===== src/design/tdc_pkg.sv =====
package tdc_pkg;
    localparam int NUM_CH = 3;
    localparam int SIZE_W = 16;
    localparam int DATA_W = 16;
    localparam int TSEL_W = 4;
    localparam int NUM_SLOT = 16;

    // Trigger select codes handled by dedicated sources
    localparam logic [3:0] TSEL_CONV = 4'h6;
    localparam logic [3:0] TSEL_I2C_RX = 4'hc;
    localparam logic [3:0] TSEL_I2C_TX = 4'hd;
    localparam logic [3:0] TSEL_CHAIN = 4'he;
    localparam logic [3:0] TSEL_EXT = 4'hf;

    localparam logic [1:0] MODE_SINGLE = 2'h0;
    localparam logic [1:0] MODE_BLOCK = 2'h1;
    localparam logic [1:0] MODE_BURST = 2'h2;

    // Timing
    localparam int CLK_MHZ = 250;
    localparam int OSC_START_NS = 6000;
    localparam int OSC_START_CYC = (OSC_START_NS * CLK_MHZ) / 1000;
    localparam logic [1:0] SYNC_ACTIVE_CYC = 2'h1;
    localparam logic [1:0] SYNC_SLEEP_CYC = 2'h2;

    // Vector word codes
    localparam logic [15:0] VEC_NONE = 16'h0000;
    localparam logic [15:0] VEC_CH0 = 16'h0002;
    localparam logic [15:0] VEC_CH1 = 16'h0004;
    localparam logic [15:0] VEC_CH2 = 16'h0006;

    localparam logic [2:0] FLAGS_RESET = 3'h0;
    localparam logic [1:0] TOP_RESET = 2'h0;

    typedef struct packed {
        logic enable;
        logic irq_enable;
        logic [1:0] mode;
        logic [3:0] tsel;
        logic [15:0] size;
    } tdc_chan_cfg_type;

    typedef struct packed {
        logic [1:0] chan;
        logic [15:0] data;
    } tdc_word_type;

    typedef enum logic [2:0] {
        ST_IDLE = 3'b000,
        ST_WAKE = 3'b001,
        ST_SYNC = 3'b010,
        ST_READ = 3'b011,
        ST_WRITE = 3'b100,
        ST_GAP = 3'b101
    } tdc_state_type;
endpackage


===== src/design/tdc_buf.sv =====
`timescale 1ns/1ps
module tdc_buf #(
    parameter int WIDTH = 18
) (
    input wire logic sys_clk_i, // System clock
    input wire logic rst_i, // Synchronous reset
    input wire logic in_valid_i, // Push request
    output logic in_ready_o, // Space available
    input wire logic [WIDTH-1:0] in_data_i, // Pushed word
    output logic out_valid_o, // Head word valid
    input wire logic out_ready_i, // Consumer takes head
    output logic [WIDTH-1:0] out_data_o // Head word, registered
);
    logic [WIDTH-1:0] head_q, head_d, tail_q, tail_d;
    logic [1:0] cnt_q, cnt_d;

    always_comb begin
        logic push;
        logic pop;
        push = 1'b0;
        pop = 1'b0;
        push = in_valid_i && (cnt_q != 2'h2);
        pop = out_ready_i && (cnt_q != 2'h0);
        head_d = head_q;
        tail_d = tail_q;
        cnt_d = cnt_q;
        if (pop) begin
            head_d = tail_q;
        end
        if (push) begin
            if (cnt_q == 2'h0 || (cnt_q == 2'h1 && pop)) begin
                head_d = in_data_i;
            end else begin
                tail_d = in_data_i;
            end
        end
        cnt_d = 2'(cnt_q + {1'b0, push} - {1'b0, pop});
    end

    always_ff @(posedge sys_clk_i) begin
        if (rst_i) begin
            cnt_q <= 2'h0;
            head_q <= '0;
            tail_q <= '0;
        end else begin
            cnt_q <= cnt_d;
            head_q <= head_d;
            tail_q <= tail_d;
        end
    end

    assign in_ready_o = (cnt_q != 2'h2);
    assign out_valid_o = (cnt_q != 2'h0);
    assign out_data_o = head_q;
endmodule


===== src/design/tdc_top.sv =====
`timescale 1ns/1ps
// Behaviour
// - Enabled NMI aborts any transfer in progress
// - Clearing enable stops a running burst-block
// - Default fixed priority: channel 0, 1, 2
// - Running transfer never preempted by higher channel
// - Rotating: finished channel becomes lowest priority
// - Rotating off restores default fixed order
// - One or two sync cycles per transfer
// - Each move two cycles plus one wait
// - Transfer while CPU sleeps, CPU stays halted
// - Restart stopped clock for transfer, then stop
// - Single transfer within 4/5 cycles, +6us wake
// - Maskable interrupts held off during transfer
// - Transfer takes bus mid-ISR, suspending CPU
// - Done flag set when size count hits zero
// - Interrupt needs flag, channel and global enable
// - Done flags cleared only by software/vector access
// - Vector reports highest enabled pending flag, 2/4/6
// - Vector access clears only highest enabled pending flag
// - I2C flags trigger, acked, gated by enables
// - Conversion flag triggers per sequence mode
// - Reading a result slot clears its flag
// - Code 1110 chains done flags, no clear
// - Code 1111 triggers from external pin
module tdc_top (
    input wire logic sys_clk_i, // System clock, 250 MHz
    input wire logic rst_i, // Synchronous reset, active high
    input tdc_pkg::tdc_chan_cfg_type [2:0] cfg_i, // Per-channel configuration
    input wire logic rotating_priority_enable_i, // Rotating priority
    input wire logic nmi_abort_enable_i, // NMI may abort transfers
    input wire logic global_irq_enable_i, // CPU global interrupt enable
    input wire logic nmi_i, // Non-maskable interrupt request
    input wire logic mclk_running_i, // Main clock currently running
    input wire logic cpu_off_i, // CPU halted in low-power mode
    input wire logic [15:0] periph_trig_i, // Other trigger flags by code
    input wire logic i2c_rx_flag_i, // I2C receive flag
    input wire logic i2c_tx_flag_i, // I2C transmit flag
    input wire logic i2c_rx_irq_enable_i, // I2C receive irq enable
    input wire logic i2c_tx_irq_enable_i, // I2C transmit irq enable
    input wire logic [15:0] conv_done_flag_i, // Conversion done flags
    input wire logic [1:0] conv_sequence_mode_i, // Conversion sequence mode
    input wire logic [3:0] conv_slot_used_i, // Slot of single conversion
    input wire logic [3:0] conv_last_slot_i, // Last slot of sequence
    input wire logic external_trigger_pin_i, // External trigger
    input wire logic [2:0] flag_clear_i, // Software clear of done flags
    input wire logic vector_access_i, // Vector word read or write
    input wire logic [15:0] rd_data_i, // Read data, cycle after strobe
    input wire logic wr_ready_i, // Write side accepts word
    output logic rd_strobe_o, // Source read strobe
    output logic [1:0] rd_chan_o, // Channel of read
    output logic wr_valid_o, // Write word valid
    output logic [1:0] wr_chan_o, // Channel of write word
    output logic [15:0] wr_data_o, // Write data
    output logic cpu_hold_o, // CPU suspended, maskable ints held
    output logic mclk_wake_o, // Restart main clock from oscillator
    output logic i2c_rx_ack_o, // Clears I2C receive flag
    output logic i2c_tx_ack_o, // Clears I2C transmit flag
    output logic [15:0] conv_clear_o, // Clears conversion flags
    output logic [2:0] channel_done_flag_o, // Done flags
    output logic irq_o, // Controller interrupt request
    output logic [15:0] irq_vector_word_o // Vector word
);
    import tdc_pkg::*;

    function automatic logic [1:0] next_ch(input logic [1:0] c);
        return (c == 2'h2) ? 2'h0 : 2'(c + 2'h1);
    endfunction

    function automatic logic [1:0] pick(input logic [2:0] req, input logic [1:0] top);
        logic [1:0] c;
        logic [1:0] r;
        c = top;
        r = 2'h3;
        for (int i = 0; i < NUM_CH; i++) begin
            if (r == 2'h3 && req[c]) begin
                r = c;
            end
            c = next_ch(c);
        end
        return r;
    endfunction

    function automatic logic [15:0] vec_of(input logic [2:0] act);
        if (act[0]) begin
            return VEC_CH0;
        end else if (act[1]) begin
            return VEC_CH1;
        end else if (act[2]) begin
            return VEC_CH2;
        end
        return VEC_NONE;
    endfunction

    function automatic logic [3:0] conv_slot(input logic [1:0] mode, input logic [3:0] used,
        input logic [3:0] last);
        return mode[0] ? last : used;
    endfunction

    // Trigger capture group
    logic [2:0] src;
    logic [2:0] src_prev_q, src_prev_d;
    logic [2:0] pend_q, pend_d;
    logic [2:0] en_prev_q, en_prev_d;

    // Transfer group
    tdc_state_type state_q, state_d;
    logic [1:0] ch_q, ch_d;
    logic [1:0] sync_q, sync_d;
    logic [10:0] wake_q, wake_d;
    logic [1:0] top_q, top_d;
    logic [SIZE_W-1:0] cnt_q [NUM_CH];
    logic [SIZE_W-1:0] cnt_d [NUM_CH];
    logic rd_q, rd_d, hold_q, hold_d, wake_o_q, wake_o_d;
    logic rx_ack_q, rx_ack_d, tx_ack_q, tx_ack_d;
    logic [15:0] conv_clr_q, conv_clr_d;
    logic [2:0] done_set;
    // Block end remembered from the write cycle into the wait cycle
    logic done_set_q;
    logic [1:0] sel;
    logic abort;

    // Flag group
    logic [2:0] flags_q, flags_d;
    logic irq_q, irq_d;
    logic [15:0] vec_q, vec_d;

    logic buf_in_ready, buf_out_valid;
    tdc_word_type buf_in, buf_out;

    always_comb begin
        logic [3:0] slot;
        slot = 4'h0;
        slot = conv_slot(conv_sequence_mode_i, conv_slot_used_i, conv_last_slot_i);
        for (int i = 0; i < NUM_CH; i++) begin
            unique case (cfg_i[i].tsel)
                TSEL_CONV: src[i] = conv_done_flag_i[slot];
                TSEL_I2C_RX: src[i] = i2c_rx_flag_i && !i2c_rx_irq_enable_i;
                TSEL_I2C_TX: src[i] = i2c_tx_flag_i && !i2c_tx_irq_enable_i;
                TSEL_CHAIN: src[i] = flags_q[(i == 0) ? 2 : i - 1];
                TSEL_EXT: src[i] = external_trigger_pin_i;
                default: src[i] = periph_trig_i[cfg_i[i].tsel];
            endcase
        end
    end

    always_comb begin
        src_prev_d = src;
        en_prev_d = {cfg_i[2].enable, cfg_i[1].enable, cfg_i[0].enable};
        pend_d = pend_q;
        if (state_q == ST_IDLE && sel != 2'h3) begin
            pend_d[sel] = 1'b0;
        end
        for (int i = 0; i < NUM_CH; i++) begin
            if (!cfg_i[i].enable) begin
                pend_d[i] = 1'b0;
            end else if (src[i] && !src_prev_q[i]) begin
                pend_d[i] = 1'b1;
            end
        end
    end

    always_ff @(posedge sys_clk_i) begin
        if (rst_i) begin
            src_prev_q <= 3'h0;
            en_prev_q <= 3'h0;
            pend_q <= 3'h0;
        end else begin
            src_prev_q <= src_prev_d;
            en_prev_q <= en_prev_d;
            pend_q <= pend_d;
        end
    end

    // Arbitration only in idle, so a running transfer is never preempted
    assign sel = pick(pend_q, top_q);
    assign abort = (nmi_i && nmi_abort_enable_i)
        || (cfg_i[ch_q].mode == MODE_BURST && !cfg_i[ch_q].enable);

    always_comb begin
        state_d = state_q;
        ch_d = ch_q;
        sync_d = sync_q;
        wake_d = wake_q;
        top_d = rotating_priority_enable_i ? top_q : TOP_RESET;
        cnt_d = cnt_q;
        done_set = 3'h0;
        rx_ack_d = 1'b0;
        tx_ack_d = 1'b0;
        conv_clr_d = 16'h0000;
        wake_o_d = wake_o_q;
        for (int i = 0; i < NUM_CH; i++) begin
            if (cfg_i[i].enable && !en_prev_q[i]) begin
                cnt_d[i] = cfg_i[i].size;
            end
        end
        unique case (state_q)
            ST_IDLE: begin
                wake_o_d = 1'b0;
                if (sel != 2'h3) begin
                    ch_d = sel;
                    rx_ack_d = (cfg_i[sel].tsel == TSEL_I2C_RX);
                    tx_ack_d = (cfg_i[sel].tsel == TSEL_I2C_TX);
                    sync_d = cpu_off_i ? SYNC_SLEEP_CYC : SYNC_ACTIVE_CYC;
                    if (!mclk_running_i) begin
                        wake_o_d = 1'b1;
                        wake_d = 11'(OSC_START_CYC - 1);
                        state_d = ST_WAKE;
                    end else begin
                        state_d = ST_SYNC;
                    end
                end
            end
            ST_WAKE: begin
                wake_d = 11'(wake_q - 11'h1);
                if (wake_q == 11'h0) begin
                    state_d = ST_SYNC;
                end
            end
            ST_SYNC: begin
                sync_d = 2'(sync_q - 2'h1);
                if (sync_q == 2'h1 && buf_in_ready) begin
                    state_d = ST_READ;
                end
            end
            ST_READ: begin
                state_d = ST_WRITE;
            end
            ST_WRITE: begin
                cnt_d[ch_q] = SIZE_W'(cnt_q[ch_q] - 1'b1);
                if (cnt_q[ch_q] == SIZE_W'(1)) begin
                    done_set[ch_q] = 1'b1;
                    cnt_d[ch_q] = cfg_i[ch_q].size;
                end
                if (cfg_i[ch_q].tsel == TSEL_CONV) begin
                    conv_clr_d = 16'h0001 << conv_slot(conv_sequence_mode_i,
                        conv_slot_used_i, conv_last_slot_i);
                end
                state_d = ST_GAP;
            end
            ST_GAP: begin
                if (cfg_i[ch_q].mode != MODE_SINGLE && !done_set_q && buf_in_ready) begin
                    state_d = ST_READ;
                end else if (cfg_i[ch_q].mode == MODE_SINGLE || done_set_q) begin
                    if (rotating_priority_enable_i) begin
                        top_d = next_ch(ch_q);
                    end
                    state_d = ST_IDLE;
                end
            end
            default: state_d = ST_IDLE;
        endcase
        if (abort && state_q != ST_IDLE) begin
            state_d = ST_IDLE;
        end
        rd_d = (state_d == ST_READ);
        hold_d = (state_d != ST_IDLE);
    end

    always_ff @(posedge sys_clk_i) begin
        if (rst_i) begin
            state_q <= ST_IDLE;
            ch_q <= 2'h0;
            sync_q <= 2'h0;
            wake_q <= 11'h000;
            top_q <= TOP_RESET;
            for (int i = 0; i < NUM_CH; i++) begin
                cnt_q[i] <= '0;
            end
            rd_q <= 1'b0;
            hold_q <= 1'b0;
            wake_o_q <= 1'b0;
            rx_ack_q <= 1'b0;
            tx_ack_q <= 1'b0;
            conv_clr_q <= 16'h0000;
            done_set_q <= 1'b0;
        end else begin
            state_q <= state_d;
            ch_q <= ch_d;
            sync_q <= sync_d;
            wake_q <= wake_d;
            top_q <= top_d;
            cnt_q <= cnt_d;
            rd_q <= rd_d;
            hold_q <= hold_d;
            wake_o_q <= wake_o_d;
            rx_ack_q <= rx_ack_d;
            tx_ack_q <= tx_ack_d;
            conv_clr_q <= conv_clr_d;
            done_set_q <= |done_set;
        end
    end

    // Set beats any clear arriving in the same cycle
    always_comb begin
        logic [2:0] act;
        act = 3'h0;
        act = flags_q & {cfg_i[2].irq_enable, cfg_i[1].irq_enable, cfg_i[0].irq_enable};
        flags_d = flags_q & ~flag_clear_i;
        if (vector_access_i) begin
            for (int i = 0; i < NUM_CH; i++) begin
                if (vec_of(act) == vec_of(3'(1 << i))) begin
                    flags_d[i] = 1'b0;
                end
            end
        end
        flags_d = flags_d | done_set;
        act = flags_d & {cfg_i[2].irq_enable, cfg_i[1].irq_enable, cfg_i[0].irq_enable};
        vec_d = vec_of(act);
        irq_d = global_irq_enable_i && (act != 3'h0);
    end

    always_ff @(posedge sys_clk_i) begin
        if (rst_i) begin
            flags_q <= FLAGS_RESET;
            irq_q <= 1'b0;
            vec_q <= VEC_NONE;
        end else begin
            flags_q <= flags_d;
            irq_q <= irq_d;
            vec_q <= vec_d;
        end
    end

    assign buf_in = '{chan: ch_q, data: rd_data_i};

    // Two words of slack so a stalled writer loses nothing
    tdc_buf #(
        .WIDTH($bits(tdc_word_type))
    ) u_buf (
        .sys_clk_i(sys_clk_i),
        .rst_i(rst_i),
        .in_valid_i(state_q == ST_WRITE),
        .in_ready_o(buf_in_ready),
        .in_data_i(buf_in),
        .out_valid_o(buf_out_valid),
        .out_ready_i(wr_ready_i),
        .out_data_o(buf_out)
    );

    assign rd_strobe_o = rd_q;
    assign rd_chan_o = ch_q;
    assign wr_valid_o = buf_out_valid;
    assign wr_chan_o = buf_out.chan;
    assign wr_data_o = buf_out.data;
    assign cpu_hold_o = hold_q;
    assign mclk_wake_o = wake_o_q;
    assign i2c_rx_ack_o = rx_ack_q;
    assign i2c_tx_ack_o = tx_ack_q;
    assign conv_clear_o = conv_clr_q;
    assign channel_done_flag_o = flags_q;
    assign irq_o = irq_q;
    assign irq_vector_word_o = vec_q;
endmodule


===== config.mk =====
export PLATFORM = sky130hd
export DESIGN_NAME = tdc_top
export DESIGN_NICKNAME = d
export VERILOG_FILES = /design/src/design/tdc_pkg.sv /design/src/design/tdc_buf.sv /design/src/design/tdc_top.sv
export SDC_FILE = /design/constraint.sdc
export NUM_CORES = 1
export LEC_CHECK = 0
export BUFFER_PORTS_ARGS = -buffer_cell sky130_fd_sc_hd__buf_4
export CAP_MARGIN = 40
export CORE_MARGIN = 8
export CORE_UTILIZATION = 57
export CTS_CLUSTER_DIAMETER = 100
export DETAILED_ROUTE_END_ITERATION = 12
export PLACE_DENSITY = 0.87
export SETUP_SLACK_MARGIN = 0.05
export SLEW_MARGIN = 15
export SYNTH_ARGS = -nofsm -noshare
export SYNTH_HDL_FRONTEND = slang
export SYNTH_HIERARCHICAL = 1
export SYNTH_SLANG_ARGS = --single-unit

===== constraint.sdc =====
create_clock -name sys_clk_i -period 7.65 [get_ports sys_clk_i]
set_clock_uncertainty 0.05 [all_clocks]
set_input_delay 0.3825 -clock sys_clk_i [delete_from_list [all_inputs] [get_ports sys_clk_i]]
set_output_delay 0.3825 -clock sys_clk_i [all_outputs]
set_load 0.005 [all_outputs]

## Word level (Yosys, flattened, before mapping)

Cells that the tools add are included.

- $add $sub $neg: 8
- Multipliers: 0
- Divide/modulo/power cells: 0
- Order comparisons: 13
- Equal/unequal tests: 40
- Shifts and indexed selects: 1
- Multiplexer cells: 100
- Bitwise gates (word level): 17
- Reductions and logical operators: 63

Operators with widths:

| operator | count |
|---|---|
| 2-to-1 mux 16 bit | 14 |
| binary-select mux 24 bit (select 2 bit) | 2 |
| bitwise mux 48 bit | 2 |
| 2-to-1 mux 48 bit | 2 |
| equality test 4 bit, second input constant | 14 |
| 2-to-1 mux 18 bit | 3 |
| equality test 16 bit | 3 |
| 2-to-1 mux 3 bit | 14 |
| binary-select mux 16 bit (select 2 bit) | 1 |
| demux 16 bit (select 2 bit) | 1 |
| 2-to-1 mux 2 bit | 16 |
| 2-to-1 mux 1 bit | 25 |
| logical AND 1 bit | 24 |
| 2-to-1 mux 24 bit | 1 |
| 2-to-1 mux 11 bit | 2 |
| case mux 11 bit (2 select lines) | 1 |
| < comparator 4 x 5 -> 1 bit, second input constant | 4 |
| 2-to-1 mux 20 bit | 1 |
| case mux 3 bit (6 select lines) | 1 |
| binary-select mux 1 bit (select 4 bit) | 4 |
| equality test 16 x 1 -> 1 bit, second input constant | 1 |
| equality test 4 x 3 -> 1 bit, second input constant | 4 |
| left shift 1 x 4 -> 16 bit, first input constant | 1 |
| subtractor 16 x 1 -> 16 bit, second input constant | 1 |
| 37 further kinds | 100 |

- Register bits: 143
- Latch bits: 0
- RAM bits: 0
- ROM bits: 0
- Input bits: 148
- Output and inout port bits: 62
- Logic and storage cells: 269
- Memories: 0

## Longest topological paths before layout

Gate-level depths: netlist of run 1.

- Depth after elaboration: 17
- Gate-level depth with buffers: 11
- Gate-level depth less buffers: 9

## Cells and area by module

The synthesis of run 1 kept the hierarchy.

Modules (own cells, without submodules):

| module | instances | cells an instance | area each (um^2) | sequential area each (um^2) |
|---|---|---|---|---|
| tdc_top | 1 | 797 | 6879.1 | 2102.0 |
| tdc_buf | 1 | 185 | 1727.9 | 760.7 |

## Least setup slack after synthesis of run 1

No wires, ideal clock.

- Path type: register -> register
- From: reg ch_q[1] (netlist: rd_chan_o[1])
- To: reg cnt_q[1] (netlist name)
- Setup time: 86 ps
- Data arrival time: 2729 ps
- Required time: 7514 ps
- Slack: 4786 ps
- Stages on the path, launching flop included: 11
- Path buffers: 2
- Period minus slack after synthesis: 2864 ps
- Path through: dfxtp_1 > buf_6 > nor2b_4 > buf_6 > a2bb2oi_1 > ha_1 > o221ai_2 > nand3b_2 > nor4_4 > mux2_2 > a211oi_1

RTL lines:

| item | line | source |
|---|---|---|
| start, declared | tdc_top.sv:108 | `logic [1:0] ch_q, ch_d;` |
| start signal, assigned | tdc_top.sv:279 | `ch_q <= ch_d;` |

==> flow_summary.toml, run 1 <==
[outcome]
status = "finished, final reports clean"

[sta]
max_freq_mhz = 236
tightestPinTransition_ns = 0.878
finalSetupTns_ns = 0
maxSlewViolCount = 0
layout_min_cycle_time_ns = 4.23
rsz0062_at_grt = "no"
hold_viol = 0
relSlewSlack_pct = 41.5
finalSetupViolCount = 0
fin_crit_sh_pct = 55.4

[worst_setup_path]
critPathKind = "reg -> reg"
cp-start-kind = "flip-flop"
endpoint_kind = "flip-flop"
arrival_ns = 4.47
cp.required_ns = 7.89
path_max_fanout = 58

[clocking]
ctsHoldBuffers = 0
postCtsSetupBuffers = 0
clock-sinks = 143
clk_pin_slew_worst_paths_ns = 0.06
cts-root-buf = "clkbuf_16"
cts_resized = 0
h-tree-depth = 4
cts_max_path_buffers = 2
tritoncts = "yes"
clock_latency_ns = 0.43
cts_buffers = 17

[layout]
fillers = 1149
nets = 1283
regArea_um2 = 2870
diodes = 0
area_delta_synth_final_pct = 22.7
multi_input_area_um2 = 5260
post_route_cells_drive_above_1_share_pct = 25.5

[power_and_ir_drop]
power.leakage_nw = 4.21
power_mw = 2.51
peakVddDrop_v = 0.000176
powerDensity_nw_per_um2 = 238

[route]
vias = 8535
wl_per_cell_um = 19.6
avgViaCountPerCell = 6.41
drc = 0
drt_wl_total_um = 26100
dr.pass1.iters = 6
postRouteAntennaNets = 0
drtIter0Drc = 769

[logic_synthesis]
avgSynthCellArea_um2 = 8.76
synth_top_area_cell = "dfxtp_1"
yosys.area.top_type_share_pct = 33.3
ys_seq_area_share_pct = 33.3
synth-async-reset-ratio_pct = 0
ys_ff_latch = 143
ys.flop_type = "dfxtp_1"
synth.distinct_cells = 85
netlist_instances = 982
synthTopCellsByArea = "dfxtp_1, mux2i_1, a211oi_1"
yosys_warnings = 6
synth_most_common_cell = "dfxtp_1"
syn_area_um2 = 8610
synthTopCellsByCount = "dfxtp_1, mux2i_1, a211oi_1"
synth-edff-count = 0

[die]
die_w_um = 139
core_region_area_um2 = 15000
die_area_um2 = 19300
die_h_um = 139
io_pins = 210
rows = 45
start_util_pct = 57.5

[grt]
grt_usage_pct = 26.5
grt_max_degree = 62
grt-ovfl-total = 0
grt_pass1_wl_um = 42300
grt_antenna_before_repair = 0
first_global_vias = 8322

[placed_design]
numPortBuffers = 189
dp.final_hpwl_um = 18200
gp_routability_congestion = 0.899

[flow_run]
maxCapViolCount = 0

[min_path]
worstHoldPathType = "in -> reg"
==> worst paths after layout <==
| path | startpoint | end | slack [ns] | cells after the start |
|---|---|---|---|---|
| setup / recovery | rd_chan_o[1] | cnt_q[3] | 3.42 | 11 |
| hold / removal | global_irq_enable_i | irq_o | 0.15 | 3 |
| setup reg to reg | rd_chan_o[1] | cnt_q[3] | 3.42 | 11 |
| hold reg to reg | src_prev_q[1] | pend_q[1] | 0.37 | 1 |
==> per-stage QoR <==
stage	cell area [um^2]	hold WS (ns)	util [%]	std cells	worst slack, ns
after floorplan	8660	0.345	-	995	4.79
after global placement	9940	0.353	66.4	1298	3.61
after detailed placement	9950	0.361	66.4	1299	3.51
after CTS	10600	0.142	70.5	1331	3.49
after global routing	10600	0.146	70.5	1331	3.24
final	10600	0.147	70.5	1331	3.42
==> flip-flops by register name, indices dropped and copies added (netlist names) <==
signal	count
cnt_q	48
u_buf/out_data_o	18
u_buf/tail_q	18
conv_clear_o	16
wake_q	11
channel_done_flag_o	3
en_prev_q	3
pend_q	3
src_prev_q	3
state_q	3
irq_vector_word_o	2
rd_chan_o	2
sync_q	2
top_q	2
u_buf/cnt_q	2
cpu_hold_o	1
done_set_q	1
i2c_rx_ack_o	1
i2c_tx_ack_o	1
irq_o	1
mclk_wake_o	1
rd_strobe_o	1
==> cells in the final DEF (no fill, tap or decap), drive strengths merged, types with 5 or more instances in the layout <==
cell type	count
or2	7
mux2i	89
nor3	18
nand2b	14
mux4	10
conb	14
o41ai	8
o31ai	23
dfxtp	143
a311oi	9
ha	5
xor2	9
or3	12
nand4	9
nor4	5
a31oi	8
nand3b	6
inv	23
clkinv	6
o21ai	54
a21oi	71
nand2	51
nor2b	51
buf	202
clkbuf	18
or4	5
nor2	62
a211oi	77
o2bb2ai	9
nand3	33
a2bb2oi	18
==> cell families (layout without fill, tap and decap cells) <==
| family | after synthesis | in the layout | share of synthesized area, % |
|---|---|---|---|
| compound gates | 325 | 325 | 26.7 |
| xor+xnor | 12 | 12 | 1.22 |
| fa+ha+maj | 5 | 5 | 0.727 |
| buf+inv | 106 | 254 | 6.53 |
| flops | 143 | 143 | 33.3 |
| mux | 101 | 101 | 13.2 |
| other cells | 1 | 14 | 0.0436 |
| simple gates | 289 | 289 | 18.3 |
==> metal layers <==
layer / GRT usage [%] / vias up / share of wire, %
met1: 31.8 / 3985 / 40
met5: 0 / - / 0
met3: 6.47 / 84 / 9.4
li1: - / 3982 / -
met4: 12.4 / 0 / 3.3
met2: 43.8 / 484 / 47
==> report_power, final <==
group          switching (mW)  total [mW]  leakage [nW]  internal, mW
sequential             0.0445       0.852          1.17         0.807
combinational           0.472       0.799          2.75         0.327
clock                   0.341       0.860         0.293         0.519
==> cell type report <==
type | instances | share of cell area, %
Sequential cell | 143 | 27.1
Tap cell | 188 | 2.23
Timing Repair Buffer | 202 | 14.4
Clock inverter | 14 | 1.73
Inverter | 20 | 0.711
Clock buffer | 18 | 4.06
Multi-Input combinational cell | 746 | 49.8
==> worst max-delay path, stage by stage, from the launching register on <==
cell	delay, ns
dfxtp_2	0.31
buf_4	0.51
nor2b_4	0.25
buf_4	0.46
a2bb2oi_1	0.29
inv_1	0.11
ha_1	0.16
o221ai_2	0.11
nor3b_1	0.66
nand4_1	0.55
mux2i_1	0.47
a211oi_1	0.15
No activity file was read; power rests on OpenSTA's default activity.
==> inputs of run 2 (changes only) <==
CORE_UTILIZATION = 49   (was 57)
PLACE_DENSITY = 0.8   (was 0.87)
clock period = 3.7 ns   (was 7.65 ns; I/O delays follow)
==> run 2 against run 1 <==
Maximum frequency grew 30%. Combinational power grew 110%. Sequential share of layout area decreased by 0.73 points. Via count fell by 0.35%. Sequential cell count unchanged. Register-to-register slack got worse by 3.0 ns. Final cell count up 5.0%. Worst hold slack worse by 0.13 ns. Die area increased by 14%. Worst setup slack worse by 3.0 ns. Critical path type unchanged. Largest cell class unchanged.
==> flow_summary.toml, run 2 (synthesis results as in run 1) <==
[die]
die_w_um = 149
die_h_um = 149
die_area_um2 = 22100
core_region_area_um2 = 17200
rows = 48
io_pins = 210
start_util_pct = 49.9

[worst_setup_path]
cp_top_family = "compound AO/OA/AOI/OAI gates"
timing.rr.end = "cnt_q[31]"
path_buf_inv = 2
rrSetupSlack_ns = 0.44
arrival_ns = 3.55
cp_common_cell = "buf_4"
cp-start-kind = "flip-flop"
cp.required_ns = 3.99
critPathKind = "reg -> reg"
reg2regPathDepth = 8
reg2reg_from = "rd_chan_o[0]"
slowest_delay_ns = 0.54
crit_chain = "buf_4 > mux2i_1 > a2bb2oi_1 > nand4_2 > nor4_4 > buf_4 > a221oi_1 > a211oi_1"
path_max_fanout = 16
cp_slowest_cell = "dfxtp_2"
endpoint_kind = "flip-flop"

[layout]
area_delta_synth_final_pct = 26.1
layout_commonest_cell = "buf_4"
final_cell_mix = "buf_4, dfxtp_1, mux2i_1, a211oi_1, a21oi_1"
post_route_cells_drive_above_1_share_pct = 26.0
multi_input_area_um2 = 5260
final_cell_area_um2 = 10800
regMostFlops = "cnt_q"
fillers = 1443
diodes = 0
fin_cells = 1398
regArea_um2 = 2870
nets = 1313
largest_reg_flops = 48

[power_and_ir_drop]
power.leakage_nw = 4.34
peakVddDrop_v = 0.000366
powerDensity_nw_per_um2 = 473
power_mw = 5.14

[flow_run]
maxCapViolCount = 0

[clocking]
cts_buffers = 17
cts_max_path_buffers = 2
cts-root-buf = "clkbuf_16"
clk_pin_slew_worst_paths_ns = 0.06
h-tree-depth = 4
tritoncts = "yes"
clock_latency_ns = 0.43
clock-sinks = 143

[grt]
first_global_vias = 8531
grt_antenna_before_repair = 1
grt_usage_pct = 24.5
grt_pass1_wl_um = 44300
grt-ovfl-total = 0
grt_max_degree = 50

[sta]
layout_min_cycle_time_ns = 3.26
tightestPinTransition_ns = 0.726
rsz0062_at_grt = "no"
maxSlewViolCount = 0
finalSetupViolCount = 0
hold_viol = 0
finalSetupTns_ns = 0
max_freq_mhz = 307
relSlewSlack_pct = 51.6
fin_crit_sh_pct = 88.0

[min_path]
hold_path.startpoint = "rotating_priority_enable_i"
hold_path_end = "top_q[0]"
worstHoldPathType = "in -> reg"
hold_depth = 3

[route]
postRouteAntennaNets = 0
drt_wl_total_um = 27700
avgViaCountPerCell = 6.08
drc = 0
dr.pass1.iters = 8
vias = 8505
drtIter0Drc = 694
wl_per_cell_um = 19.8

[outcome]
status = "finished, final reports clean"

[placed_design]
dp.final_hpwl_um = 19600
placedInstanceArea_um2 = 10100
gp_routability_congestion = 0.925
place_inst = 1348
numPortBuffers = 189
## run 2: cell types whose count changed in the layout (fill, tap and decap cells not counted), sizes merged
cell,previous run,this run
buf,202,215
bufinv,3,0
clkinv,6,4
dlygate4sd3,0,17
inv,23,28
## run 2: how the worst max path moves through the flow
stage / startpoint / to / slack, ns / cells after the start
3_3_place_gp: rd_chan_o[0] / irq_o / 0.64 / 8
2_1_floorplan: rd_chan_o[1] / cnt_q[1] / 0.84 / 10
5_1_grt: rd_chan_o[0] / irq_o / 0.19 / 7
6_report: rd_chan_o[0] / cnt_q[31] / 0.44 / 8
4_1_cts: rd_chan_o[0] / cnt_q[15] / 0.49 / 8
3_5_place_dp: rd_chan_o[0] / cnt_q[31] / 0.52 / 8
## run 2: area by class of cell
cell class	count	area share, %
Multi-Input combinational cell	746	48.4
Sequential cell	143	26.4
Timing Repair Buffer	232	16.7
Clock buffer	18	4.05
Tap cell	225	2.59
Clock inverter	14	1.12
Inverter	20	0.692
## run 2: worst reg2reg max path: cells and delay by family (launching register included)
family / cells / cell delay (ns)
buffers and inverters: 2 / 0.65
and+or+nand+nor: 2 / 0.80
muxes: 1 / 0.29
DFF: 1 / 0.54
AOI/OAI and AO/OA: 3 / 0.83
## run 2: stage by stage
step	utilization [%]	setup slack (ns)	hold WS [ns]
2_1_floorplan	-	0.836	0.253
3_3_place_gp	58.5	0.643	0.353
3_5_place_dp	58.6	0.517	0.362
4_1_cts	62.9	0.490	0.00926
5_1_grt	62.9	0.193	0.0123
6_report	62.9	0.443	0.0191
## run 2: what timing repair did
| item | 4_1_cts | 5_1_grt |
|---|---|---|
| buffers inserted | 0 | 0 |
| resized for setup | 0 | 0 |
| hold buffers | 17 | 0 |
| endpoints found under the hold margin | 24 | 0 |
## run 2: where the power goes
| part | internal [mW] | switching [mW] |
|---|---|---|
| clock network | 0.899 | 0.755 |
| logic | 0.718 | 0.983 |
| registers | 1.67 | 0.112 |
| total | 3.29 | 1.85 |
## run 2: layer usage
metal	vias to the layer above	wire, um	track usage (%)
met5	-	13	0
met4	2	441	7.24
met3	42	2410	6.84
met2	387	13200	40.7
met1	4032	11600	30.3
li1	4042	-	-
==> inputs of run 3 (changes only) <==
BUFFER_PORTS_ARGS = default   (was -buffer_cell sky130_fd_sc_hd__buf_4)
CORE_UTILIZATION = 57   (was 49)
DONT_BUFFER_PORTS = 1   (was default)
PLACE_DENSITY = 0.78   (was 0.8)
==> run 3 against run 2 <==
Clock power grew 12%. Non-clock buffer count shrank 148. Sequential power is essentially flat. Sequential cell count is the same. Cell area shrank 8.8%. Critical endpoint is now irq_o. Largest cell class unchanged. Largest power group is now the clock network.
==> flow_summary.toml, run 3 (synthesis results as in run 1) <==
[die]
core_region_area_um2 = 15000
die_h_um = 139
io_pins = 210
die_area_um2 = 19300
rows = 45
die_w_um = 139
start_util_pct = 57.5

[clocking]
cts_max_path_buffers = 2
clk_pin_slew_worst_paths_ns = 0.06
clock_latency_ns = 0.42
tritoncts = "yes"
h-tree-depth = 4
cts_buffers = 17
clock-sinks = 143
cts-root-buf = "clkbuf_16"

[sta]
layout_min_cycle_time_ns = 3.49
maxSlewViolCount = 0
rsz0062_at_grt = "no"
finalSetupTns_ns = 0
tightestPinTransition_ns = 0.801
relSlewSlack_pct = 46.6
fin_crit_sh_pct = 94.3
hold_slack_ns = 0.00240
max_freq_mhz = 287
finalSetupViolCount = 0
hold_viol = 0

[layout]
regMostFlops = "cnt_q"
nets = 1165
final_cell_mix = "dfxtp_1, mux2i_1, a211oi_1, a21oi_1, nor2_1"
post_route_cells_drive_above_1_share_pct = 11.9
fillers = 1156
layout_commonest_cell = "dfxtp_1"
area_delta_synth_final_pct = 15.0
largest_reg_flops = 48

[grt]
grt_antenna_before_repair = 1
grt_max_degree = 109
grt_pass1_wl_um = 41900
first_global_vias = 7739
grt-ovfl-total = 0
grt_usage_pct = 26.4

[route]
dr.pass1.iters = 5
postRouteAntennaNets = 0
avgViaCountPerCell = 6.59
drtIter0Drc = 673
vias = 8000
drt_wl_total_um = 26500
drc = 0
wl_per_cell_um = 21.8

[placed_design]
gp_routability_congestion = 0.864
dp.final_hpwl_um = 17500
numPortBuffers = 0

[worst_setup_path]
slowest_delay_ns = 0.62
cp_common_cell = "buf_4"
cp_slowest_cell = "dlygate4sd3_1"
endpoint_kind = "flip-flop"
setup.worst_path.end = "irq_o"
arrival_ns = 3.79
path_max_fanout = 14
timing.rr.end = "irq_o"
cp.required_ns = 4.00
rrSetupSlack_ns = 0.21
cp_top_family = "buffers and inverters"
startpoint = "rd_chan_o[0]"
path_buf_inv = 3
critPathKind = "reg -> reg"
reg2regPathDepth = 9
crit_chain = "buf_4 > mux2i_1 > a2bb2oi_1 > nand4_4 > nor4_4 > buf_4 > a31oi_1 > a311oi_1 > dlygate4sd3_1"
cp-start-kind = "flip-flop"
worst-path-stages = 9
reg2reg_from = "rd_chan_o[0]"

[outcome]
status = "finished, final reports clean"

[power_and_ir_drop]
switching_power_mw = 1.75
combPwrFrac_pct = 30.3
powerDensity_nw_per_um2 = 525
p_int_mw = 3.45
seqPwrFrac_pct = 34.1
power.leakage_nw = 3.62
p_sw_share_pct = 33.7
p_clk_share_pct = 35.6
peakVddDrop_v = 0.000298

[flow_run]
maxCapViolCount = 0

[min_path]
worstHoldPathType = "in -> reg"
## run 3: what timing repair did
item                                    4_1_cts  5_1_grt
hold buffers                                 55        0
setup buffers                                 0        2
endpoints found under the hold margin       119        0
gates resized for setup                       0        5
endpoints found under the setup margin        0        1
## run 3: routing by layer
layer	track usage [%]	part of all wire [%]	routed length (um)
met1	31.5	41	10800
met3	8.30	9.3	2460
met2	43.8	47	12500
met4	9.88	2.8	745
met5	0	0	0
## run 3: worst register-to-register path: stages (launching register included)
cell and delay [ns]:
dfxtp_2 0.41, buf_4 0.29, mux2i_1 0.23, a2bb2oi_1 0.49, nand4_4 0.30, nor4_4 0.42, buf_4 0.22, a31oi_1 0.13
a311oi_1 0.27, dlygate4sd3_1 0.62
## run 3: power by group through the flow
stage	sequential [mW]	clock [mW]	combinational, mW
3_5_place_dp	1.80	0	1.44
2_1_floorplan	1.76	0	1.22
6_report	1.77	1.85	1.57
5_1_grt	1.79	1.94	1.71
4_1_cts	1.77	1.86	1.52
3_3_place_gp	1.80	0	1.42
## run 3: worst min-delay path by stage
stage               slack [ns]  cells after the start         endpoint                start
floorplan                 0.25                      2            irq_o  global_irq_enable_i
global placement          0.21                      1  u_buf/tail_q[2]                rst_i
detailed placement        0.22                      1  u_buf/tail_q[4]                rst_i
CTS                      0.003                      2        cnt_q[20]            cfg_i[28]
global route             0.009                      2        cnt_q[15]            cfg_i[63]
finish                   0.002                      2         cnt_q[3]            cfg_i[51]
## run 3: area by class of cell
cell class              count  area, um^2  area share, %
multi-input cells         746        5290           53.5
flip-flops and latches    143        2870           28.9
repair buffers             84         793           8.01
clock buffers              18         429           4.34
well taps                 188         235           2.38
clock inverters            14         206           2.09
inverters                  20        75.1          0.758
diodes                      1        2.50         0.0253
## run 3: metrics by stage
stage | setup WS, ns | utilization (%) | total power, mW | instance area, um^2 | instances
3_5_place_dp | 0.663 | 57.6 | 3.24 | 8630 | 1123
4_1_cts | 0.126 | 65.6 | 5.16 | 9830 | 1210
5_1_grt | 0.0944 | 66.1 | 5.44 | 9900 | 1214
3_3_place_gp | 0.727 | 57.6 | 3.22 | 8630 | 1123
6_report | 0.210 | 66.1 | 5.20 | 9900 | 1214
2_1_floorplan | 0.836 | - | 2.99 | 8660 | 995
